`src/sri_pkg.sv`:
```
// constants for the serial register interface
package sri_pkg;
  localparam int SRI_AW = 2;
  // register offsets
  localparam logic [1:0] SRI_OFS_CTRL = 2'h0;
  localparam logic [1:0] SRI_OFS_STAT = 2'h1;
  localparam logic [1:0] SRI_OFS_DATA = 2'h2;
  localparam logic [1:0] SRI_OFS_DIR = 2'h3;
  // control fields
  localparam int SRI_C_IRQ_EN = 7;
  localparam int SRI_C_ENABLE = 6;
  localparam int SRI_C_OPEN_DRAIN = 5;
  localparam int SRI_C_MASTER = 4;
  localparam int SRI_C_CLOCK_POLARITY = 3;
  localparam int SRI_C_CLOCK_PHASE = 2;
  localparam int SRI_C_RATE_HI = 1;
  localparam int SRI_C_RATE_LO = 0;
  localparam logic [7:0] SRI_CTRL_RESET = 8'h04;
  // status fields
  localparam int SRI_S_TC = 7;
  localparam int SRI_S_WRITE_COLLISION_FLAG = 6;
  localparam int SRI_S_MODE_FAULT_FLAG = 4;
  // direction fields
  localparam int SRI_D_MISO = 0;
  localparam int SRI_D_MOSI = 1;
  localparam int SRI_D_SCK = 2;
  localparam int SRI_D_SS = 3;
  localparam logic [3:0] SRI_DIR_RESET = 4'h0;
  // half serial clock periods in clock cycles, per rate code
  localparam logic [4:0] SRI_HALF_DIV2 = 5'h01;
  localparam logic [4:0] SRI_HALF_DIV4 = 5'h02;
  localparam logic [4:0] SRI_HALF_DIV16 = 5'h08;
  localparam logic [4:0] SRI_HALF_DIV32 = 5'h10;
  // sixteen serial clock edges per byte
  localparam logic [4:0] SRI_EDGES = 5'h10;
  typedef enum logic {SRI_IDLE, SRI_XFER} sri_state_type;
endpackage : sri_pkg

```
`src/sri_clk_div.sv`:
```
// serial clock half-period tick generator
`timescale 1ns/1ps
`default_nettype none
module sri_clk_div
  import sri_pkg::*;
(
  input wire logic clk,
  input wire logic rst_n,
  input wire logic run,
  input wire logic restart,
  input wire logic [1:0] rate,
  output logic tick
);
  logic [4:0] cnt_q, cnt_d;
  logic tick_q, tick_d;
  logic [4:0] half;

  always_comb begin
    unique case (rate)
      2'b00: half = SRI_HALF_DIV2;
      2'b01: half = SRI_HALF_DIV4;
      2'b10: half = SRI_HALF_DIV16;
      2'b11: half = SRI_HALF_DIV32;
    endcase
    cnt_d = cnt_q;
    tick_d = 1'b0;
    if (restart || !run) begin
      cnt_d = 5'h00;
    end else if (cnt_q == half - 5'h01) begin
      cnt_d = 5'h00;
      tick_d = 1'b1;
    end else begin
      cnt_d = cnt_q + 5'h01;
    end
  end

  always_ff @(posedge clk or negedge rst_n) begin
    if (!rst_n) begin
      cnt_q <= 5'h00;
      tick_q <= 1'b0;
    end else begin
      cnt_q <= cnt_d;
      tick_q <= tick_d;
    end
  end

  assign tick = tick_q;
endmodule : sri_clk_div
`default_nettype wire

```
`src/sri_core.sv`:
```
// byte-wide serial peripheral interface with control, status and data registers
//
// Overview of operation
// enable bit switches interface off or on
// open-drain bit affects all shared pins
// master select bit: slave or master
// master clock idles at polarity level
// phase with polarity picks clocking protocol
// rate bits divide clock 2,4,16,32
// slave ignores rate, uses remote clock
// complete flag set after each byte
// interrupt while complete flag and enable
// complete clears: status read, data access
// data writes blocked until status read
// collision clears: status read, data access
// fault clears: status read, control write
// unused status bits read zero
// only master data write starts transfer
// data reads return receive buffer
// software clears flag before next byte
// select low on master: fault, drop drivers
// busy data write sets collision, ignored
// eight clocks exchange one byte each way
// select high between bytes in phase 0
// divider restarts at each master transfer
//
// The implementer's own choices: the address-and-strobe port and the register offsets.
`timescale 1ns/1ps
`default_nettype none
module sri_core
  import sri_pkg::*;
(
  input wire logic clk,
  input wire logic rst_n,
  input wire logic [SRI_AW-1:0] addr,
  input wire logic [7:0] wdata,
  input wire logic wr,
  input wire logic rd,
  output logic [7:0] rdata,
  output logic irq,
  input wire logic sck_in,
  output logic sck_out,
  output logic sck_oe,
  input wire logic mosi_in,
  output logic mosi_out,
  output logic mosi_oe,
  input wire logic miso_in,
  output logic miso_out,
  output logic miso_oe,
  input wire logic ss_n_in
);
  import sri_pkg::*;

  logic [7:0] ctrl_q, ctrl_d;
  logic [3:0] dir_q, dir_d;
  logic tc_q, tc_d, write_collision_flag_q, write_collision_flag_d, mode_fault_flag_q, mode_fault_flag_d;
  logic arm_tc_q, arm_tc_d, arm_write_collision_flag_q, arm_write_collision_flag_d, arm_mode_fault_flag_q, arm_mode_fault_flag_d;
  logic [7:0] rdata_q, rdata_d;
  logic irq_q, irq_d;
  sri_state_type state_q, state_d;
  logic [7:0] sh_q, sh_d, rxbuf_q, rxbuf_d;
  logic [4:0] edge_q, edge_d;
  logic smp_q, smp_d, out_q, out_d, sck_q, sck_d, sck_prev_q;
  logic sck_out_q, sck_oe_q, mosi_out_q, mosi_oe_q, miso_out_q, miso_oe_q;
  logic sck_out_d, sck_oe_d, mosi_out_d, mosi_oe_d, miso_out_d, miso_oe_d;
  logic en, mst, clock_polarity, clock_phase, od, tick, restart;
  logic slave_act, slave_edge, edge_ev, leading, sample_ev, drive_ev, done, busy;
  logic ctrl_wr, stat_rd, data_wr, data_rd, data_acc, wr_ok, start, fault;
  logic din;
  logic [7:0] stat_val;

  assign en = ctrl_q[SRI_C_ENABLE];
  assign mst = ctrl_q[SRI_C_MASTER];
  assign clock_polarity = ctrl_q[SRI_C_CLOCK_POLARITY];
  assign clock_phase = ctrl_q[SRI_C_CLOCK_PHASE];
  assign od = ctrl_q[SRI_C_OPEN_DRAIN];

  assign ctrl_wr = wr && addr == SRI_OFS_CTRL;
  assign stat_rd = rd && addr == SRI_OFS_STAT;
  assign data_wr = wr && addr == SRI_OFS_DATA;
  assign data_rd = rd && addr == SRI_OFS_DATA;
  assign data_acc = data_wr || data_rd;

  // status image, unused bits zero
  always_comb begin
    stat_val = 8'h00;
    stat_val[SRI_S_TC] = tc_q;
    stat_val[SRI_S_WRITE_COLLISION_FLAG] = write_collision_flag_q;
    stat_val[SRI_S_MODE_FAULT_FLAG] = mode_fault_flag_q;
  end

  sri_clk_div u_div (
    .clk(clk),
    .rst_n(rst_n),
    .run(state_q == SRI_XFER),
    .restart(restart),
    .rate(ctrl_q[SRI_C_RATE_HI:SRI_C_RATE_LO]),
    .tick(tick)
  );

  // transfer engine
  always_comb begin
    slave_act = en && !mst && !ss_n_in;
    // slave edges come from the remote clock only
    slave_edge = slave_act && (sck_in != sck_prev_q);
    edge_ev = (state_q == SRI_XFER) ? tick : slave_edge;
    leading = !edge_q[0];
    sample_ev = edge_ev && (leading ^ clock_phase);
    drive_ev = edge_ev && !(leading ^ clock_phase);
    din = mst ? miso_in : mosi_in;
    busy = (state_q == SRI_XFER) || (!mst && en && (edge_q != 5'h00 || (!clock_phase && !ss_n_in)));
    wr_ok = !tc_q || arm_tc_q;
    start = data_wr && wr_ok && !busy && en && mst;
    fault = en && mst && !ss_n_in && !dir_q[SRI_D_SS];
    restart = start;
    state_d = state_q;
    sh_d = sh_q;
    rxbuf_d = rxbuf_q;
    edge_d = edge_q;
    smp_d = smp_q;
    out_d = out_q;
    sck_d = sck_q;
    done = 1'b0;
    if (!en || fault) begin
      state_d = SRI_IDLE;
      edge_d = 5'h00;
      sck_d = clock_polarity;
    end else if (start) begin
      state_d = SRI_XFER;
      sh_d = wdata;
      edge_d = 5'h00;
      sck_d = clock_polarity;
      out_d = wdata[7];
    end else begin
      if (data_wr && wr_ok && !busy) begin
        sh_d = wdata;
        out_d = wdata[7];
      end
      if (state_q == SRI_IDLE) begin
        sck_d = clock_polarity;
      end else if (tick) begin
        sck_d = !sck_q;
      end
      if (sample_ev) begin
        smp_d = din;
        sh_d = {sh_q[6:0], din};
      end
      if (drive_ev) begin
        out_d = sh_q[7];
      end
      if (edge_ev) begin
        edge_d = edge_q + 5'h01;
        if (edge_q == SRI_EDGES - 5'h01) begin
          done = 1'b1;
          edge_d = 5'h00;
          state_d = SRI_IDLE;
          rxbuf_d = sh_d;
        end
      end
      // phase 0 slave restarts its byte count while deselected
      if (!mst && !clock_phase && ss_n_in) begin
        edge_d = 5'h00;
      end
      if (!mst && edge_q == 5'h00 && !edge_ev && !(data_wr && wr_ok && !busy)) begin
        out_d = sh_q[7];
      end
    end
  end

  // flags and registers
  always_comb begin
    ctrl_d = ctrl_q;
    dir_d = dir_q;
    tc_d = tc_q;
    write_collision_flag_d = write_collision_flag_q;
    mode_fault_flag_d = mode_fault_flag_q;
    arm_tc_d = arm_tc_q;
    arm_write_collision_flag_d = arm_write_collision_flag_q;
    arm_mode_fault_flag_d = arm_mode_fault_flag_q;
    if (ctrl_wr) begin
      ctrl_d = wdata;
    end
    if (wr && addr == SRI_OFS_DIR) begin
      dir_d = wdata[3:0];
    end
    if (stat_rd) begin
      arm_tc_d = arm_tc_q || tc_q;
      arm_write_collision_flag_d = arm_write_collision_flag_q || write_collision_flag_q;
      arm_mode_fault_flag_d = arm_mode_fault_flag_q || mode_fault_flag_q;
    end
    if (data_acc && arm_tc_q) begin
      tc_d = 1'b0;
      arm_tc_d = 1'b0;
    end
    if (data_acc && arm_write_collision_flag_q) begin
      write_collision_flag_d = 1'b0;
      arm_write_collision_flag_d = 1'b0;
    end
    if (ctrl_wr && arm_mode_fault_flag_q) begin
      mode_fault_flag_d = 1'b0;
      arm_mode_fault_flag_d = 1'b0;
    end
    // sets win over clears
    if (done) begin
      tc_d = 1'b1;
    end
    if (data_wr && wr_ok && busy && en) begin
      write_collision_flag_d = 1'b1;
    end
    if (fault) begin
      mode_fault_flag_d = 1'b1;
      ctrl_d[SRI_C_MASTER] = 1'b0;
      dir_d = 4'h0;
    end
  end

  // read port and interrupt
  always_comb begin
    rdata_d = 8'h00;
    if (rd) begin
      unique case (addr)
        SRI_OFS_CTRL: rdata_d = ctrl_q;
        SRI_OFS_STAT: rdata_d = stat_val;
        SRI_OFS_DATA: rdata_d = rxbuf_q;
        SRI_OFS_DIR: rdata_d = {4'h0, dir_q};
      endcase
    end
    irq_d = tc_d && ctrl_d[SRI_C_IRQ_EN];
  end

  // pin drivers, open drain drives only the low level
  always_comb begin
    sck_out_d = od ? 1'b0 : sck_d;
    sck_oe_d = en && ctrl_d[SRI_C_MASTER] && dir_d[SRI_D_SCK] && (!od || !sck_d);
    mosi_out_d = od ? 1'b0 : out_d;
    mosi_oe_d = en && ctrl_d[SRI_C_MASTER] && dir_d[SRI_D_MOSI] && (!od || !out_d);
    miso_out_d = od ? 1'b0 : out_d;
    miso_oe_d = en && !ctrl_d[SRI_C_MASTER] && !ss_n_in && dir_d[SRI_D_MISO]
                && (!od || !out_d);
  end

  always_ff @(posedge clk or negedge rst_n) begin
    if (!rst_n) begin
      ctrl_q <= SRI_CTRL_RESET;
      dir_q <= SRI_DIR_RESET;
      tc_q <= 1'b0;
      write_collision_flag_q <= 1'b0;
      mode_fault_flag_q <= 1'b0;
      arm_tc_q <= 1'b0;
      arm_write_collision_flag_q <= 1'b0;
      arm_mode_fault_flag_q <= 1'b0;
      rdata_q <= 8'h00;
      irq_q <= 1'b0;
      state_q <= SRI_IDLE;
      sh_q <= 8'h00;
      rxbuf_q <= 8'h00;
      edge_q <= 5'h00;
      smp_q <= 1'b0;
      out_q <= 1'b0;
      sck_q <= 1'b0;
      sck_prev_q <= 1'b0;
      sck_out_q <= 1'b0;
      sck_oe_q <= 1'b0;
      mosi_out_q <= 1'b0;
      mosi_oe_q <= 1'b0;
      miso_out_q <= 1'b0;
      miso_oe_q <= 1'b0;
    end else begin
      ctrl_q <= ctrl_d;
      dir_q <= dir_d;
      tc_q <= tc_d;
      write_collision_flag_q <= write_collision_flag_d;
      mode_fault_flag_q <= mode_fault_flag_d;
      arm_tc_q <= arm_tc_d;
      arm_write_collision_flag_q <= arm_write_collision_flag_d;
      arm_mode_fault_flag_q <= arm_mode_fault_flag_d;
      rdata_q <= rdata_d;
      irq_q <= irq_d;
      state_q <= state_d;
      sh_q <= sh_d;
      rxbuf_q <= rxbuf_d;
      edge_q <= edge_d;
      smp_q <= smp_d;
      out_q <= out_d;
      sck_q <= sck_d;
      sck_prev_q <= sck_in;
      sck_out_q <= sck_out_d;
      sck_oe_q <= sck_oe_d;
      mosi_out_q <= mosi_out_d;
      mosi_oe_q <= mosi_oe_d;
      miso_out_q <= miso_out_d;
      miso_oe_q <= miso_oe_d;
    end
  end

  assign rdata = rdata_q;
  assign irq = irq_q;
  assign sck_out = sck_out_q;
  assign sck_oe = sck_oe_q;
  assign mosi_out = mosi_out_q;
  assign mosi_oe = mosi_oe_q;
  assign miso_out = miso_out_q;
  assign miso_oe = miso_oe_q;
endmodule : sri_core
`default_nettype wire

```
`config.mk`:
```
export PLATFORM = sky130hd
export DESIGN_NAME = sri_core
export DESIGN_NICKNAME = d
export VERILOG_FILES = /design/src/sri_pkg.sv /design/src/sri_clk_div.sv /design/src/sri_core.sv
export SDC_FILE = /design/constraint.sdc
export NUM_CORES = 1
export LEC_CHECK = 0
export BUFFER_PORTS_ARGS = -buffer_cell sky130_fd_sc_hd__buf_2
export CORE_AREA = 2 2 116 118
export CTS_CLUSTER_SIZE = 10
export DETAILED_ROUTE_END_ITERATION = 16
export DIE_AREA = 0 0 118 120
export SYNTH_ARGS = -nofsm -noshare
export SYNTH_HDL_FRONTEND = slang
export SYNTH_HIERARCHICAL = 1
export SYNTH_SLANG_ARGS = --single-unit
```
`constraint.sdc`:
```
create_clock -name clk -period 3 [get_ports clk]
set_input_delay 0.6 -clock clk [delete_from_list [all_inputs] [get_ports clk]]
set_output_delay 0.6 -clock clk [all_outputs]
set_load 0.03 [all_outputs]
```
Word-level counts from Yosys, hierarchy flattened
Cells that the tools add are included.
- bits in registers: 63
- input bits: 18
- add/sub/neg operators: 3
- eq/ne operators: 9
- multiplexer cells: 52
- bitwise operators: 3
- reductions and logical operators: 82
- operator list (operator ; number):
    $mux W8 ; 5
    $logic_and A1 B1 Y1 ; 39
    $mux W1 ; 36
    $mux W5 ; 7
    $pmux W8 S4 ; 1
    $pmux W5 S4 ; 1
    $logic_not A1 Y1 ; 17
    $reduce_bool A2 Y1 ; 6
    $logic_or A1 B1 Y1 ; 11
    $add A5 B1 Y5 const B ; 2
    $eq A2 B2 Y1 const B ; 4
    $mux W4 ; 2
    $reduce_bool A3 Y1 ; 2
    $eq A5 B4 Y1 const B ; 1
    $eq A5 B5 Y1 ; 1
    $logic_not A5 Y1 ; 1
    $reduce_bool A5 Y1 ; 1
    $sub A5 B1 Y5 const B ; 1
    $eq A2 B1 Y1 const B ; 2
    $logic_not A2 Y1 ; 2
    $reduce_and A4 Y1 ; 1
    $reduce_bool A4 Y1 ; 1
    $not A1 Y1 ; 2
    $reduce_and A2 Y1 ; 1
    other kinds (2) ; 2

Logic depth before layout (Yosys ltp)
Gate-level depths: netlist of run 1.
- depth in word-level cells: 15
- gate-level depth with buffers: 9
- depth with buffers taken out: 8

By module
Netlist of run 1, hierarchy kept.
- modules (own cells, without submodules) (module ; instances ; cells each ; area an instance (um^2)):
    sri_core ; 1 ; 270 ; 2822.7
    sri_clk_div ; 1 ; 35 ; 340.3

Worst setup path before layout of run 1
OpenSTA, ideal clock, no wires.
- kind: register -> register
- start point: reg edge_q[0]
- end point: reg miso_oe_q, in the netlist miso_oe
- library setup time: 0.111 ns
- data arrival time: 2.499 ns
- required time: 2.889 ns
- path slack: 0.389 ns
- stages on the path, launching flop included: 10
- buffers on the path: 1
- clock period less this slack: 2.611 ns
- path through: dfrtp_1 -> inv_1 -> ha_1 -> or4b_4 -> a311o_1 -> or3_1 -> buf_6 -> mux2i_2 -> o21ai_2 -> a2111oi_2
- word-level cells in the longest chain between the ends: 14
- RTL lines (item ; RTL line ; text):
    from (decl) ; sri_core.sv:62 ; logic [4:0] edge_q, edge_d;
    from (signal assigned) ; sri_core.sv:282 ; edge_q <= edge_d;
    $reduce_bool A5 Y1 ; sri_core.sv:111 ; busy = (state_q == SRI_XFER) || (!mst && en && (edge_q != 5'h00 || (!clock_phase && !ss_n_in)));
    $logic_or A1 B1 Y1 ; sri_core.sv:111 ;
    $logic_and A1 B1 Y1 ; sri_core.sv:111 ;
    $logic_or A1 B1 Y1 ; sri_core.sv:111 ;
    $logic_not A1 Y1 ; sri_core.sv:113, sri_core.sv:135, sri_core.sv:164 ;
    $logic_and A1 B1 Y1 ; sri_core.sv:113, sri_core.sv:135, sri_core.sv:164 ;
    $mux W1 or $logic_not A1 Y1 (tied branches) ; sri_core.sv:135, sri_core.sv:164 ;
    $mux W1 or $logic_and A1 B1 Y1 (tied branches) ; sri_core.sv:148, sri_core.sv:164 ;
    $mux W1 ; sri_core.sv:164 ; if (!mst && edge_q == 5'h00 && !edge_ev && !(data_wr && wr_ok && !busy)) begin
    $mux W1 * ; sri_core.sv:128 ; end else if (start) begin
    $mux W1 * ; sri_core.sv:124 ; if (!en || fault) begin
    net out_d ; sri_core.sv:63 ; logic smp_q, smp_d, out_q, out_d, sck_q, sck_d, sck_prev_q;
    $logic_not A1 Y1 * ; sri_core.sv:239 ; && (!od || !out_d);
    $logic_or A1 B1 Y1 * ; sri_core.sv:239 ;
    $logic_and A1 B1 Y1 * ; sri_core.sv:239 ;
    net miso_oe_d ; sri_core.sv:65 ; logic sck_out_d, sck_oe_d, mosi_out_d, mosi_oe_d, miso_out_d, miso_oe_d;
    to (signal assigned) ; sri_core.sv:292 ; miso_oe_q <= miso_oe_d;
    to (decl) ; sri_core.sv:64 ; logic sck_out_q, sck_oe_q, mosi_out_q, mosi_oe_q, miso_out_q, miso_oe_q;
Mark *: on every way through the listed nets, which the timed path passes. The rest lies on a longest branch.
A chain may end at the register's enable or synchronous reset.

Final worst setup path of run 1
- start point: reg edge_q[0]
- end point: reg sh_q[1]
- word-level cells in the longest chain between the ends: 9
- RTL lines (item ; RTL line ; text):
    $reduce_bool A5 Y1 ; sri_core.sv:111 ;
    $logic_or A1 B1 Y1 ; sri_core.sv:111 ;
    $logic_and A1 B1 Y1 ; sri_core.sv:111 ;
    $logic_or A1 B1 Y1 ; sri_core.sv:111 ;
    $logic_not A1 Y1 ; sri_core.sv:113, sri_core.sv:135 ;
    $logic_and A1 B1 Y1 ; sri_core.sv:113, sri_core.sv:135 ;
    $mux W8 or $logic_and A1 B1 Y1 (tied branches) ; sri_core.sv:135, sri_core.sv:113 ;
    $mux W8 or $logic_and A1 B1 Y1 (tied branches) ; sri_core.sv:144, sri_core.sv:113 ;
    $mux W8 * ; sri_core.sv:128 ;
    to (signal assigned) ; sri_core.sv:255 ; sh_q <= 8'h00;
    to (signal assigned) ; sri_core.sv:280 ; sh_q <= sh_d;
    to (decl) ; sri_core.sv:61 ; logic [7:0] sh_q, sh_d, rxbuf_q, rxbuf_d;
Every way passes the cells marked *; elsewhere a longest branch is shown, timed or not.

==> metrics, run 1 <==
core region area 13000 sq um; simple-gate area share of the yosys netlist 0.159; Gate Count Post-Synth 305; CP Buf/Inv Count 2; Reg2Reg Depth 9; Hold WS 0.399 ns; Hold Violations, Final 0; vias per cell 4.64; Fin Setup TNS 0 ns; outcome completed; Async SR Flop Fraction 1.00; GP Congestion 0.849; Syn Std Cell Area 3160 sq um; CP Capture Point sh_q[1]; Final #Nets 366; grt total ovfl 0; Clk Latency, worst-skew pair 0.33 ns; first-pass GRT wire length 12.7 mm; most common cell after layout, fill and taps aside dfrtp_1; Distinct cells, synth 50; FF-to-FF setup slack 0.24 ns; Post-CTS Setup Bufs 0; Avg Cell Area, Syn 10.4 sq um; Max Slew Vio Count 0; Synth Area in Adders 0.0158; DRT iter0 DRCs 219; Post-Synth XOR/XNOR Area 0.0249; Period minus WS final 2.76 ns; Fin Clk Skew 0.00423 ns; post-cts sizing count 0; leakage 1.91 nW; power density over cell area 727 nW/um^2; Min-Delay Path Class primary input to register; Clock Path Buffers 2; yosys warns 6; Crit Reg-Reg Startpoint edge_q[0]; initial antenna violation count 0; CP required 3.21 ns; full die area 14200 sq um; clock-pin slew on the worst setup and hold paths 0.06 ns; RSZ-0062 raised after global routing false; Crit. End Element register; crit-path max FO 8; DRC 0; H-Tree Depth 3; largest net degree at the start of global routing 64; Detail Placement HPWL 5.52 mm; Critical Path Slowest Stage Cell or4b_4; Pre-antenna DRT Iters 4; share of cells above drive strength 1 0.221; Max-slew headroom 0.464; Sink Count 63; Total Routing Usage GR 0.116; Die Y 120 um; CP cell instances inv_1 > ha_1 > or4b_4 > a311o_1 > or3_1 > buf_4 > mux2i_1 > a21oi_1 > a221o_1; Avg WL per Cell 14.7 um; Rows 42; CP arrival 2.97 ns; CTS Buf Count 9; Max Freq 0.362 GHz; final worst path period share 0.920; WS Path Type register to register; Post-DRT Antenna Nets 0; Synth Register Bits 63; crit path from edge_q[0]; IO Pins 33; CTS root buffer clkbuf_16; routed vias 2435; number of fill cells 1373; Initial Util 0.244; largest family of logic cells by synthesized area compound AO/OA/AOI/OAI gates; Synth Area in Compound Gates 0.172; mux contribution to synthesized area 0.0997; die width 118 um; ANT cells 0; Levels on crit path 9; EDFF count, synth 0; register area share after synthesis 0.499; reg2reg end sh_q[1]; CP top delay family simple AND/OR/NAND/NOR gates; max cap viols 0; CP max stage delay 0.45 ns; Routed WL 7.70 mm; Worst-Margin Slew 0.804 ns; CTS Hold Bufs 0; Area Overhead vs Synth 23.1%; Port Buffers 32; VDD IR max 0.336 mV; final setup fails 0; synthesized net count 327; vias in the first global route 2441; most frequent cells in the layout dfrtp_1 (62), buf_2 (32), nor2_1 (31); ys flop type dfrtp_1; Critical Path Start Type register; CTS tree built
## state kept, by name, summed over array words and instances (netlist names), 4 cells and up
name	flops
rxbuf_q	8
sh_q	8
dir_q	4
ctrl_q	8
u_div/cnt_q	5
edge_q	5
rdata	8
## area by class of cell
type,instances,area [sq um],share of cell area
clock inverters,5,80.1,0.0206
multi-input cells,220,1490,0.383
inverters,6,22.5,0.00578
clock buffers,11,253,0.0649
flip-flops and latches,63,1580,0.405
well taps,176,220,0.0566
repair buffers,44,250,0.0643
## through the flow
stage | cells | power [mW] | instance area (sq um) | setup slack [ns] | utilization
finish | 525 | 2.83 | 3890 | 0.240 | 0.300
global route | 525 | 2.98 | 3890 | 0.121 | 0.300
floorplan | 305 | 1.51 | 3160 | 0.389 | -
global placement | 509 | 1.67 | 3560 | 0.328 | 0.274
CTS | 525 | 2.86 | 3890 | 0.249 | 0.300
detailed placement | 509 | 1.69 | 3560 | 0.264 | 0.274
## cells by family (layout without fill, tap and decap cells)
logic type | after synthesis | in the layout
simple gates | 98 | 98
mux | 30 | 30
fa+ha+maj | 4 | 4
buf+inv | 22 | 66
xor+xnor | 9 | 9
compound gates | 79 | 79
flops | 63 | 63
## routing by layer
| layer | share of wire | global-route usage | up-vias |
|---|---|---|---|
| met5 | 0 | 0 | - |
| met4 | 0.020 | 0.0557 | 0 |
| met3 | 0.055 | 0.0352 | 10 |
| met2 | 0.45 | 0.172 | 70 |
| met1 | 0.47 | 0.152 | 1182 |
| li1 | - | - | 1173 |
## Yosys cell counts, types with 2 or more instances
cell	n	area, sq um
dfrtp_1	62	1550
nor2_1	31	116
mux2i_1	20	200
a21oi_1	18	90.1
o21ai_0	18	90.1
nand2_1	17	63.8
a21o_1	12	90.1
clkbuf_1	12	45.0
and2_1	10	62.6
nand3_1	10	50.1
mux2_2	9	101
nor2b_1	8	50.1
a211oi_1	7	52.6
a221o_1	6	60.1
inv_1	6	22.5
a22o_1	5	43.8
nand2b_1	5	31.3
xor2_1	5	43.8
ha_1	4	50.1
xnor2_1	4	35.0
nor4_1	3	18.8
a31oi_1	2	12.5
and3_1	2	12.5
nor3b_1	2	15.0
nor4b_1	2	17.5
## power by group
group	internal, mW	switching [mW]
clock	0.770	0.385
combinational	0.243	0.316
sequential	0.983	0.134
## how the worst min path moves through the flow
stage,start,end,cells past startpoint
2_1_floorplan,rst_n,arm_mode_fault_flag_q,0
3_3_place_gp,rxbuf_q[1],rxbuf_q[1],1
3_5_place_dp,rxbuf_q[5],rxbuf_q[5],1
4_1_cts,sck_in,sck_prev_q,1
5_1_grt,sck_in,sck_prev_q,1
6_report,sck_in,sck_prev_q,1
Power figures use the tool's default switching activity.
==> run 2, diff against run 1 <==
--- a/config.mk
+++ b/config.mk
@@ -7,9 +7,11 @@
 export LEC_CHECK = 0
 export BUFFER_PORTS_ARGS = -buffer_cell sky130_fd_sc_hd__buf_2
 export CORE_AREA = 2 2 116 118
+export CTS_CLUSTER_DIAMETER = 40
 export CTS_CLUSTER_SIZE = 10
 export DETAILED_ROUTE_END_ITERATION = 16
 export DIE_AREA = 0 0 118 120
+export GPL_TIMING_DRIVEN = 0
 export SYNTH_ARGS = -nofsm -noshare
 export SYNTH_HDL_FRONTEND = slang
 export SYNTH_HIERARCHICAL = 1
==> metrics, run 2 (same netlist as run 1, synthesis figures left out) <==
outcome completed; GP Congestion 0.794; number of fill cells 1373; Hold Violations, Final 0; Clock Path Buffers 2; grt total ovfl 0; share of cells above drive strength 1 0.193; M1 WL 3.57 mm; Final Total Pwr 2.82 mW; RSZ-0062 raised after global routing true; met2 WL 3.35 mm; Critical Path Start Type register; top routing layer used met4; CP required 3.21 ns; Pre-antenna DRT Iters 4; Crit Reg-Reg Startpoint edge_q[0]; Crit. End Element register; largest net degree at the start of global routing 64; Initial Util 0.244; reg2reg end miso_oe; Port Buffers 31; Fin Clk Skew 0.00909 ns; Total Routing Usage GR 0.113; Register Area 1580 sq um; Max Slew Vio Count 0; Max Freq 0.352 GHz; Sink Count 63; full die area 14200 sq um; H-Tree Depth 3; Detail Placement HPWL 5.38 mm; max cap viols 0; IO Pins 33; Min-Delay Path Class primary input to asynchronous set/reset pin; Hold WS 0.349 ns; DRC 0; Max-slew headroom 0.322; Post-DRT Antenna Nets 0; Die Y 120 um; final worst path period share 0.948; Area Overhead vs Synth 22.5%; power density over cell area 729 nW/um^2; ANT cells 0; most common cell after layout, fill and taps aside dfrtp_1; DRT iter0 DRCs 172; WS Path Type register to register; leakage 1.88 nW; area of the multi-input gates 1500 sq um; DR WL met3 376 um; clock-pin slew on the worst setup and hold paths 0.05 ns; FF-to-FF setup slack 0.16 ns; core region area 13000 sq um; Reg2Reg Depth 9; Routed WL 7.44 mm; CP arrival 3.05 ns; vias in the first global route 2366; most frequent cells in the layout dfrtp_1 (62), nor2_1 (31), buf_2 (31); CTS tree built; vias per cell 4.56; CTS Buf Count 9; die width 118 um; CTS root buffer clkbuf_16; initial antenna violation count 0; VDD IR max 0.302 mV; final setup fails 0; crit-path max FO 9; Worst-Margin Slew 1.01 ns; routed vias 2407; Clk Latency, worst-skew pair 0.34 ns; Final #Nets 369; Avg WL per Cell 14.1 um; first-pass GRT wire length 12.4 mm; Period minus WS final 2.84 ns; Rows 42
-- run 2: changes by cell type in the layout (fill, tap and decap cells not counted), sizes merged --
cell and change:
clkbuf +10, inv +3, clkinvlp -2, clkinv +1, buf -9
-- run 2: worst max path at each step --
stage	from	endpoint	slack, ns	cells past startpoint
final	edge_q[0]	miso_oe	0.16	9
after global routing	edge_q[0]	miso_oe	0.002	9
after CTS	edge_q[0]	miso_oe	0.13	9
after detailed placement	addr[1]	rxbuf_q[5]	-0.19	8
after global placement	addr[1]	rxbuf_q[5]	-0.21	8
after floorplan	edge_q[0]	miso_oe	0.39	9
-- run 2: critical path, cell delays in order (launching register included) --
cell       delay (ns)
dfrtp_1          0.42
inv_1            0.09
ha_1             0.14
or4b_4           0.47
a311o_1          0.38
or3_1            0.33
buf_6            0.17
mux2i_2          0.19
o21ai_2          0.12
a2111oi_2        0.40
-- run 2: layer usage --
metal,vias up,GRT usage
li1,1183,-
met1,1159,0.150
met2,54,0.174
met3,11,0.0276
met4,0,0.0520
met5,-,0
-- run 2: area by class of cell --
class / instances / area share
Clock inverter: 7 / 0.0268
Timing Repair Buffer: 31 / 0.0407
Tap cell: 176 / 0.0568
Buffer: 16 / 0.0187
Inverter: 6 / 0.00581
Sequential cell: 63 / 0.407
Clock buffer: 9 / 0.0581
Multi-Input combinational cell: 220 / 0.386
-- run 2: where the power goes --
part | leakage (nW) | switching, mW | internal [mW]
clock | 0.161 | 0.410 | 0.738
combinational | 0.895 | 0.335 | 0.246
sequential | 0.828 | 0.113 | 0.983
total | 1.88 | 0.858 | 1.97
-- run 2: what timing repair did --
action	in CTS	in global routing
hold buffers	0	0
gates resized for setup	0	1
endpoints found under the setup margin	0	11
setup buffers	0	0
-- run 2: metrics by stage --
stage,utilization,setup TNS [ns],area (sq um),setup WS [ns],instances
5_1_grt,0.299,0,3880,0.00174,528
3_5_place_dp,0.273,-0.823,3540,-0.190,512
4_1_cts,0.298,0,3870,0.125,528
6_report,0.299,0,3880,0.155,528
2_1_floorplan,-,0,3160,0.389,305
3_3_place_gp,0.273,-0.971,3540,-0.209,512
